[src/rtl/sac_pkg.sv]
// Operation
// RULE1: converter runs only with power gate cleared
// RULE2: selections apply only while converter enabled
// RULE3: ten-bit code, zero ground, ones reference
// RULE4: right-justified result, left when adjust set
// RULE5: low read locks result until high read
// RULE6: done flag sets even if result discarded
// RULE7: start bit begins single conversion, self-clears
// RULE8: channel change waits for current conversion end
// RULE9: trigger rising edge resets prescaler, starts conversion
// RULE10: ignore busy edges and held trigger levels
// RULE11: trigger flags set regardless; software clears them
// RULE12: done-flag trigger runs free after first start
// RULE13: start bit reads busy; writable under auto
// RULE14: prescaler runs while enabled, reset otherwise
// RULE15: software start waits next adc clock edge
// RULE16: normal 15 cycles, first 26 cycles
// RULE17: sample at 4, or 15 when first
// RULE18: completion writes result, flags, clears start
// RULE19: triggered: half-cycle offset plus two syncs
// RULE20: free-running restarts at once, start stays high
// RULE21: gain active: changed selection uses first timing; code gives free-running restarts normal timing
// RULE22: software keeps adc clock 50-200 kHz
// RULE23: selection buffer locked from start to done
// RULE24: irq when done flag and enable set
package sac_pkg;
  localparam int ADDR_W = 5; // word-aligned byte address bits decoded
  // register byte addresses
  localparam logic [4:0] OFS_POWER = 5'h00; // power_reduction_reg
  localparam logic [4:0] OFS_CSA = 5'h04; // converter_ctrl_status_a
  localparam logic [4:0] OFS_CSB = 5'h08; // converter_ctrl_status_b
  localparam logic [4:0] OFS_CHAN = 5'h0c; // channel_select_reg
  localparam logic [4:0] OFS_REFG = 5'h10; // reference_gain_select_reg
  localparam logic [4:0] OFS_RES_LO = 5'h14; // result_low_byte
  localparam logic [4:0] OFS_RES_HI = 5'h18; // result_high_byte
  // control/status a fields
  localparam int CSA_EN = 7;
  localparam int CSA_START = 6;
  localparam int CSA_AUTO = 5;
  localparam int CSA_DONE = 4;
  localparam int CSA_IE = 3;
  // control/status b fields
  localparam int CSB_LEFT = 3;
  // reference/gain field positions
  localparam int REFG_REF_LSB = 5;
  localparam int REFG_REF_MSB = 7;
  localparam int REFG_GAIN_MSB = 1;
  localparam int CHAN_MSB = 5;
  localparam logic POWER_GATE_RST = 1'b1; // gated out of reset
  localparam logic [2:0] TRIG_SRC_DONE = 3'h0; // done flag as trigger
  // conversion timing, in adc clock cycles
  localparam logic [4:0] CONV_NORMAL = 5'h0f;
  localparam logic [4:0] CONV_FIRST = 5'h1a;
  localparam logic [4:0] SH_NORMAL = 5'h04;
  localparam logic [4:0] SH_FIRST = 5'h0f;
  localparam int RES_W = 10;
  typedef enum {ST_IDLE, ST_WAIT, ST_CONV} sac_state_t;
  // request bundle towards the analog core
  typedef struct packed {
    logic enable;
    logic sample;
    logic [5:0] channel;
    logic [2:0] reference;
    logic [1:0] gain;
  } sac_core_req_t;
endpackage

[src/rtl/sac_top.sv]
// Chosen here: the address map and the Wishbone interface to the registers.
`timescale 1ns/1ps
`default_nettype none
module sac_top #(
  parameter int TRIG_W = 8 // number of trigger source inputs
) (
  input wire logic clk_in,
  input wire logic rst_n_in,
  input wire logic wb_cyc_in,
  input wire logic wb_stb_in,
  input wire logic wb_we_in,
  input wire logic [sac_pkg::ADDR_W-1:0] wb_adr_in,
  input wire logic [3:0] wb_sel_in,
  input wire logic [31:0] wb_dat_in,
  output logic [31:0] wb_dat_out,
  output logic wb_ack_out,
  input wire logic [TRIG_W-1:0] trigger_in,
  input wire logic gain_active_in,
  input wire logic [sac_pkg::RES_W-1:0] core_result_in,
  output sac_pkg::sac_core_req_t core_req_out,
  output logic conversion_irq_out
);
  import sac_pkg::*;

  // prescaler divide ratio: 2, 2, 4 .. 128
  function automatic logic [7:0] div_of(input logic [2:0] ps);
    div_of = (ps == 3'h0) ? 8'h02 : 8'h01 << ps;
  endfunction

  // software visible state
  logic power_gate_q; // converter_power_gate
  logic enable_q; // converter_enable
  logic auto_q; // auto_trigger_enable
  logic done_q; // conversion_done_flag
  logic ie_q; // irq enable
  logic [2:0] ps_q; // prescaler_select
  logic left_q; // left_adjust_result
  logic [2:0] trig_sel_q; // trigger_source_select
  logic [5:0] chan_q; // input_channel_select
  logic [2:0] ref_q; // reference_select
  logic [1:0] gain_q; // gain_select
  logic [9:0] res_q; // latest kept result
  logic lock_q; // result bytes blocked after low read
  // selection buffer seen by the core
  logic [5:0] chan_buf_q;
  logic [2:0] ref_buf_q;
  logic [1:0] gain_buf_q;
  // conversion engine
  sac_state_t state_q;
  logic [7:0] pre_q; // prescaler count
  logic [4:0] cyc_q; // adc cycles into conversion
  logic [4:0] len_q; // length of running conversion
  logic [4:0] sh_q; // sample point of running conversion
  logic first_q; // next conversion is a first one
  logic half_q; // triggered start waits half adc clock
  logic trig_prev_q; // trigger level last cycle
  logic trig_edge_q; // second sync stage of trigger edge
  logic [10:0] conv_sel_q; // selection the last conversion begun from wait ran with
  // bus
  logic ack_q;
  logic [31:0] dat_q;
  sac_core_req_t req_q;
  logic irq_q;

  // bus decode, actions land on the edge that shows ack
  wire req_live = wb_cyc_in & wb_stb_in;
  wire acc = req_live & ack_q;
  wire wr = acc & wb_we_in & wb_sel_in[0];
  wire rd = acc & ~wb_we_in;
  wire wr_power = wr & (wb_adr_in == OFS_POWER);
  // gated converter is unclocked: its registers ignore writes [RULE1]
  wire live = ~power_gate_q;
  wire wr_csa = wr & live & (wb_adr_in == OFS_CSA);
  wire wr_csb = wr & live & (wb_adr_in == OFS_CSB);
  wire wr_chan = wr & live & (wb_adr_in == OFS_CHAN);
  wire wr_refg = wr & live & (wb_adr_in == OFS_REFG);
  wire rd_lo = rd & live & (wb_adr_in == OFS_RES_LO);
  wire rd_hi = rd & live & (wb_adr_in == OFS_RES_HI);
  wire [7:0] wdat = wb_dat_in[7:0];

  // converter runs only when enabled and ungated [RULE1] [RULE2]
  wire run = enable_q & live;
  wire busy = (state_q != ST_IDLE);

  // prescaler ticks
  wire [7:0] div = div_of(ps_q);
  wire tick = run & (pre_q == div - 8'h01);
  wire half_tick = run & (pre_q == (div >> 1) - 8'h01);

  // trigger source; index 0 follows the done flag
  wire [TRIG_W-1:0] trig_vec = {trigger_in[TRIG_W-1:1], done_q};
  wire trig_lvl = trig_vec[trig_sel_q];
  wire free_run = auto_q & (trig_sel_q == TRIG_SRC_DONE);
  // edge only, held level never retriggers [RULE10]
  wire trig_edge = trig_lvl & ~trig_prev_q;
  // synchronised edge starts when idle, busy edges dropped [RULE9] [RULE10] [RULE19]
  wire trig_start = run & auto_q & trig_edge_q & ~busy;
  // start bit write gives a single conversion, or free-running ones when auto uses the done flag [RULE7] [RULE13]
  // enable written in the same write counts, so enable plus start works at once
  wire sw_start = wr_csa & wdat[CSA_EN] & wdat[CSA_START] & ~busy;

  // conversion step
  wire conv_step = (state_q == ST_CONV) & tick;
  wire [4:0] cyc_next = cyc_q + 5'h01;
  wire sample_now = conv_step & (cyc_next == sh_q);
  wire complete = conv_step & (cyc_next == len_q);
  // triggered conversions start half an adc clock in [RULE19]
  wire begin_conv = (state_q == ST_WAIT) & (half_q ? half_tick : tick);

  // first timing after enable, or changed selection with gain on [RULE16] [RULE21]
  // buffer follows software while idle, so compare against the selection of the last conversion begun from wait
  wire [10:0] sel_now = {chan_buf_q, ref_buf_q, gain_buf_q};
  wire sel_changed = (sel_now != conv_sel_q);
  wire long_conv = first_q | (gain_active_in & sel_changed);

  // result justification [RULE3] [RULE4]
  wire [15:0] res_word = left_q ? {res_q, 6'h00} : {6'h00, res_q};

  // read mux
  logic [7:0] rmux;
  always_comb begin
    rmux = 8'h00;
    case (wb_adr_in)
      OFS_POWER: rmux = {7'h00, power_gate_q};
      // start bit reads as busy [RULE13]
      OFS_CSA: rmux = {enable_q, busy, auto_q, done_q, ie_q, ps_q};
      OFS_CSB: rmux = {4'h0, left_q, trig_sel_q};
      OFS_CHAN: rmux = {2'h0, chan_q};
      OFS_REFG: rmux = {ref_q, 3'h0, gain_q};
      OFS_RES_LO: rmux = res_word[7:0];
      OFS_RES_HI: rmux = res_word[15:8];
      default: rmux = 8'h00;
    endcase
  end

  // wishbone ack and read data, one cycle after request
  always_ff @(posedge clk_in) begin
    if (!rst_n_in) begin
      ack_q <= 1'b0;
      dat_q <= 32'h0000_0000;
    end else begin
      ack_q <= req_live & ~ack_q;
      // gated converter registers read zero
      dat_q <= {24'h00_0000, (live | wb_adr_in == OFS_POWER) ? rmux : 8'h00};
    end
  end

  // power gate
  always_ff @(posedge clk_in) begin
    if (!rst_n_in) begin
      power_gate_q <= POWER_GATE_RST;
    end else if (wr_power) begin
      power_gate_q <= wdat[0]; // [RULE1]
    end
  end

  // control fields
  always_ff @(posedge clk_in) begin
    if (!rst_n_in) begin
      enable_q <= 1'b0;
      auto_q <= 1'b0;
      ie_q <= 1'b0;
      ps_q <= 3'h0;
      left_q <= 1'b0;
      trig_sel_q <= 3'h0;
      chan_q <= 6'h00;
      ref_q <= 3'h0;
      gain_q <= 2'h0;
    end else begin
      if (wr_csa) begin
        enable_q <= wdat[CSA_EN];
        auto_q <= wdat[CSA_AUTO];
        ie_q <= wdat[CSA_IE];
        ps_q <= wdat[2:0];
      end
      if (wr_csb) begin
        left_q <= wdat[CSB_LEFT];
        trig_sel_q <= wdat[2:0];
      end
      if (wr_chan) begin
        chan_q <= wdat[CHAN_MSB:0];
      end
      if (wr_refg) begin
        ref_q <= wdat[REFG_REF_MSB:REFG_REF_LSB];
        gain_q <= wdat[REFG_GAIN_MSB:0];
      end
    end
  end

  // done flag: set by completion even if result dropped, set beats clear
  always_ff @(posedge clk_in) begin
    if (!rst_n_in) begin
      done_q <= 1'b0;
    end else if (complete) begin
      done_q <= 1'b1; // [RULE6] [RULE18]
    end else if (wr_csa & wdat[CSA_DONE]) begin
      done_q <= 1'b0; // software clears with a one [RULE11]
    end
  end

  // result and read lock
  always_ff @(posedge clk_in) begin
    if (!rst_n_in) begin
      res_q <= 10'h000;
      lock_q <= 1'b0;
    end else begin
      // locked bytes discard the finishing result [RULE5]
      if (complete & ~lock_q) begin
        res_q <= core_result_in; // [RULE18]
      end
      if (rd_lo) begin
        lock_q <= 1'b1; // [RULE5]
      end else if (rd_hi) begin
        lock_q <= 1'b0; // [RULE5]
      end
    end
  end

  // selection buffer follows software except during a conversion
  always_ff @(posedge clk_in) begin
    if (!rst_n_in) begin
      chan_buf_q <= 6'h00;
      ref_buf_q <= 3'h0;
      gain_buf_q <= 2'h0;
    end else if ((state_q != ST_CONV & ~begin_conv) | complete) begin
      chan_buf_q <= chan_q; // [RULE8] [RULE23]
      ref_buf_q <= ref_q;
      gain_buf_q <= gain_q;
    end
  end

  // prescaler, reset while off or on a trigger [RULE14] [RULE9]
  always_ff @(posedge clk_in) begin
    if (!rst_n_in) begin
      pre_q <= 8'h00;
    end else if (~run | trig_start | tick) begin
      pre_q <= 8'h00;
    end else begin
      pre_q <= pre_q + 8'h01;
    end
  end

  // trigger edge detect, then one more stage: two cpu cycles of sync
  always_ff @(posedge clk_in) begin
    if (!rst_n_in) begin
      trig_prev_q <= 1'b0;
      trig_edge_q <= 1'b0;
    end else begin
      trig_prev_q <= trig_lvl;
      trig_edge_q <= trig_edge; // [RULE11]
    end
  end

  // selection captured as each conversion begins from wait; free-running restarts skip it [RULE21]
  always_ff @(posedge clk_in) begin
    if (!rst_n_in) begin
      conv_sel_q <= '0;
    end else if (begin_conv) begin
      conv_sel_q <= sel_now;
    end
  end

  // first-conversion marker, rearmed whenever converter is off
  always_ff @(posedge clk_in) begin
    if (!rst_n_in) begin
      first_q <= 1'b1;
    end else if (~run) begin
      first_q <= 1'b1; // [RULE16]
    end else if (begin_conv) begin
      first_q <= 1'b0;
    end
  end

  // conversion sequencer
  always_ff @(posedge clk_in) begin
    if (!rst_n_in) begin
      state_q <= ST_IDLE;
      cyc_q <= 5'h00;
      len_q <= CONV_NORMAL;
      sh_q <= SH_NORMAL;
      half_q <= 1'b0;
    end else if (~run & ~sw_start) begin
      state_q <= ST_IDLE; // off aborts any conversion [RULE2]
      half_q <= 1'b0;
    end else begin
      case (state_q)
        ST_IDLE: begin
          if (sw_start) begin
            state_q <= ST_WAIT; // wait for next adc edge [RULE15]
            half_q <= 1'b0;
          end else if (trig_start) begin
            state_q <= ST_WAIT; // [RULE9] [RULE19]
            half_q <= 1'b1;
          end
        end
        ST_WAIT: begin
          if (begin_conv) begin
            state_q <= ST_CONV;
            cyc_q <= 5'h00;
            len_q <= long_conv ? CONV_FIRST : CONV_NORMAL; // [RULE16] [RULE21]
            sh_q <= long_conv ? SH_FIRST : SH_NORMAL; // [RULE17]
          end
        end
        ST_CONV: begin
          if (complete & free_run) begin
            state_q <= ST_CONV; // restart at once, start stays high [RULE12] [RULE20]
            cyc_q <= 5'h00;
            len_q <= CONV_NORMAL;
            sh_q <= SH_NORMAL;
          end else if (complete) begin
            state_q <= ST_IDLE; // start bit clears with the flag [RULE7] [RULE18]
          end else if (conv_step) begin
            cyc_q <= cyc_next;
          end
        end
        default: state_q <= ST_IDLE;
      endcase
    end
  end

  // core request: selections only reach the core while enabled [RULE2]
  always_ff @(posedge clk_in) begin
    if (!rst_n_in) begin
      req_q <= '0;
    end else begin
      req_q.enable <= run;
      req_q.sample <= sample_now; // [RULE17]
      req_q.channel <= run ? chan_buf_q : 6'h00;
      req_q.reference <= run ? ref_buf_q : 3'h0;
      req_q.gain <= run ? gain_buf_q : 2'h0;
    end
  end

  // interrupt request [RULE24]
  always_ff @(posedge clk_in) begin
    if (!rst_n_in) begin
      irq_q <= 1'b0;
    end else begin
      irq_q <= done_q & ie_q;
    end
  end

  assign wb_ack_out = ack_q;
  assign wb_dat_out = dat_q;
  assign core_req_out = req_q;
  assign conversion_irq_out = irq_q;
endmodule // sac_top
`default_nettype wire

[config.mk]
export PLATFORM = sky130hd
export DESIGN_NAME = sac_top
export DESIGN_NICKNAME = d
export VERILOG_FILES = /design/src/rtl/sac_pkg.sv /design/src/rtl/sac_top.sv
export SDC_FILE = /design/constraint.sdc
export NUM_CORES = 1
export LEC_CHECK = 0
export ABC_CLOCK_PERIOD_IN_PS = 2910
export BUFFER_PORTS_ARGS = -buffer_cell sky130_fd_sc_hd__buf_2
export CORE_MARGIN = 4
export CORE_UTILIZATION = 51
export CTS_BUF_LIST = sky130_fd_sc_hd__clkbuf_4 sky130_fd_sc_hd__clkbuf_8
export DETAILED_ROUTE_END_ITERATION = 16
export PLACE_DENSITY = 0.78
export RECOVER_POWER = 50
export SYNTH_ARGS = -nofsm -noshare
export SYNTH_HDL_FRONTEND = slang
export SYNTH_SLANG_ARGS = --single-unit
[constraint.sdc]
create_clock -name clk_in -period 2.91 [get_ports clk_in]
set_clock_uncertainty 0.05 [all_clocks]
set_input_delay 0.582 -clock clk_in [delete_from_list [all_inputs] [get_ports clk_in]]
set_output_delay 0.582 -clock clk_in [all_outputs]
set_load 0.03 [all_outputs]
==> metrics list <==
* Reg2reg start: ps_q[1]
* Post-synthesis async set-or-reset flop share: 0%
- Slowest cell delay on critical path: between 400 and 500 ps
- On the final layout, the worst hold slack is 353.7 ps.
* Htree depth: 3
- Post-DRT Antenna Nets: 0
- Quantity of hold-fixing buffers added after cts: 0
- Sum Neg Setup Slack: 0 ps
- Of all cell types, the one taking the most synthesized area is dfxtp_1.
- Gates resized during post-CTS repair numbered 0.
- The post-route netlist has 15.34% of its cells at a drive strength greater than 1.
- Setup slack on the critical path of the routed design comes to 175.7 ps.
- By area the synthesized netlist is led by dfxtp_1 38%, mux2i_1 11%, nor2b_1 6.1%.
* Count of state elements after synthesis: 100
* Maximum capacitance violations: 0
* Ratio of routed vias to standard cells: around 5.5
- The critical path ends at cyc_q[4].
* Inserted Diodes: 0
- Overall power consumption: 2.458 mW
- Starting Density: 53.04%
- Post-detail-place hpwl: 8.961 mm
- For this block, the initial DRC count from the detailed router was 218.
- TritonCTS clock tree: yes
- For this run, the number of Yosys warnings is 0.
- Clock-pin slew was measured on the worst setup and hold paths at 110 ps.
- Weighted congestion at the end of routability-driven global placement: approximately 0.94
* Remaining DRCs: 0
* Crit path from: ps_q[1]
* Seq/Total Area, Yosys: 38.26%
- In this run the tightest slew margin relative to its limit is 51.17%.
- For this run, the top clock speed supported by timing is 365.7 MHz.
* Setup slack on the worst flop-to-flop path: 180 ps
- Global-route wire length before repair: 19.59 mm
* Final wirelength: 12.03 mm
* Number of rows in the core area: 36
* Post-synthesis to final-layout area growth: 10.59%
- Final Cell Area: 5787 µm²
- Clock latency at the later pin of the worst-skew pair: 370 ps
- The slowest stage of the critical path belongs to the cell or4_1.
* Clock root buffer: clkbuf_8
- Core area: 9864 µm²
* Hold Fails Final Rpt: 0
- Dpl cell area: 5587 µm²
- Setup repair after global routing left no endpoint under its margin.
* # setup viols final: 0
* Post-synthesis average cell area: 9.278 µm²
- Type of element capturing the critical path: register
* Number of flops mapped to enable cells by yosys: 0
- For the worst setup path, the data arrival time is about 3000 ps.
- The worst register-to-register path ends at cyc_q[4].
- GRT Resource Usage Total: 20.81%
- In this design, the largest share of critical-path delay is due to simple AND/OR/NAND/NOR gates.
- In this run the power density over the cells is around 420 nW/µm².
* Post-layout minimum cycle time: 2734 ps
* Sequence of cells on the critical path: inv_1 -> nand2_1 -> ha_2 -> nor3b_2 -> and2_2 -> o31a_1 -> o2111ai_4 -> buf_4 -> o31ai_1 -> buf_4 -> or4_1 -> a21boi_1
- Clock tree synthesis inserted a total of 9 buffers.
- DIE WIDTH: between 100 and 150 µm
- Highest fanout seen on the critical path: 8
- The path class of the tightest hold or removal check is reg2reg.
* Max Root-Sink Buffers: 2
- Yosys mapped the design onto 73 distinct sky130hd cell types.
- At the placement stage, the worst setup path has a slack of 79.34 ps.
* Die height: ~110 µm
* DIE AREA: 11,940 µm²
- The initial antenna violation count is 0.
* Critical setup path kind: reg2reg
* Cells on worst reg2reg path: 12
* Worst Tran Pin Value: 729.2 ps
* Summed instance area of the synthesized netlist: 5233 µm²
* Leakage power of the design: 2.274 nW
- The via count of the first global-routing pass was 4,136.
* Period utilisation layout: 93.96%
- The run finished with clean final reports.
- The clock drives 100 sinks.
- Prevailing post-synth register cell: dfxtp_1
- Once the clock tree was built, the setup fixing pass inserted 0 buffers.
- For this run the aggregate overflow at the end of global routing stands at 0.
* Largest net degree at the start of global routing: 62
- Net count reported at finish: 692
- Area share of the leading cell type in the synthesized netlist: 38.26%
- For the worst setup path, the data required time is 3170 ps.
- Ports: 112
- Cell repeated most along the worst path: buf_4
* Worst vdd rail ir drop: 0.2751 mV
* Number of slew-limit violations in the final report: 0
- Summing over every cut layer, the via total after detailed routing is 4,164.
- Syn Inst Count: ~560
- The first detailed-routing pass took 5 iterations.
* Count of buffers from port buffering: 59
- The worst setup path is launched from a register.
- Dividing the detail-routed wire length by the instance count gives roughly 16 µm.
* Crit path buf inv count: 3
- Crit path depth: 12
==> cell type report <==
class	count	area, µm²
fillers	890	4078
multi-input cells	420	2959
flip-flops and latches	100	2002
repair buffers	79	402.9
well taps	133	166.4
clock buffers	10	137.6
clock inverters	6	77.57
inverters	11	41.29
==> sequential cells by signal, summed over array words and instances (netlist names), 3 cells and up <==
register and flops:
ref_q 3, ps_q 3, ref_buf_q 3, pre_q 8, cyc_q 5, wb_dat_out 8
core_req_out 13, conv_sel_q 11, trig_sel_q 3, chan_buf_q 6, res_q 10, chan_q 6
==> report_power, final <==
part	switching, mW	internal (mW)
combinational	0.0955	0.0404
sequential	0.000408	1.37
clock	0.516	0.438
==> stage by stage <==
step	utilization (%)	cells
5_1_grt	58.66	759
4_1_cts	58.82	758
2_1_floorplan	-	587
3_5_place_dp	56.63	742
3_3_place_gp	56.63	742
6_report	58.66	759
==> kinds of logic after synthesis <==
kind of cell	after synthesis	share of synthesized area (%)
xor+xnor	28	4.830
mux	61	12.17
other cells	1	0.07167
buf+inv	68	7.365
simple gates	211	22.84
compound gates	89	13.03
flops	100	38.26
fa+ha+maj	6	1.435
==> layout by cell type, fill, tap and decap left out, types with 4 or more instances in the layout <==
cell type  count
nand2_1       46
clkbuf_8      10
xor2_1        17
a31oi_1        5
or4_1          4
nor2_1        25
mux2i_1       58
and3_1        18
nor3_1        10
buf_2         34
conb_1        24
buf_4         17
nand3_1       17
a22oi_1        4
inv_1         11
nand2b_1       4
clkbuf_1      28
a21oi_1       18
nor4_1         6
xnor2_1       10
dfxtp_1      100
nor2b_1       51
o211ai_1       7
o21ai_0       13
ha_1           5
==> synthesized netlist by cell type, drive strengths merged, types with 4 or more instances <==
library cell and number:
buf 35, a21boi 5, or3 4, o21ai 17, inv 11, ha 6
nand2 46, nor2b 52, a22oi 4, and3 18, dfxtp 100, nor3b 4
a21oi 20, a31oi 5, clkbuf 22, xor2 18, nand3 17, mux2i 58
o31ai 4, nor2 26, nor4 8, nor3 11, o211ai 7, nand2b 5
or4 4, xnor2 10
==> worst min-delay path by stage <==
stage                startpoint     endpoint  slack [ps]  cells past startpoint
finish              trig_prev_q  trig_edge_q         350                      1
global route        trig_prev_q  trig_edge_q         370                      1
CTS                 trig_prev_q  trig_edge_q         360                      1
detailed placement  trig_prev_q  trig_edge_q         330                      1
global placement    trig_prev_q  trig_edge_q         330                      1
floorplan           trig_prev_q  trig_edge_q         320                      1
==> layer usage <==
layer / track usage (%) / vias to the layer above / part of all wire, %
met2: 34.82 / 125 / 47
met4: 10.33 / 0 / 2.5
met1: 26.29 / 1970 / 45
met3: 2.936 / 21 / 5.1
met5: 0 / - / 0
li1: - / 2048 / -
No activity file was read; power rests on OpenSTA's default activity.
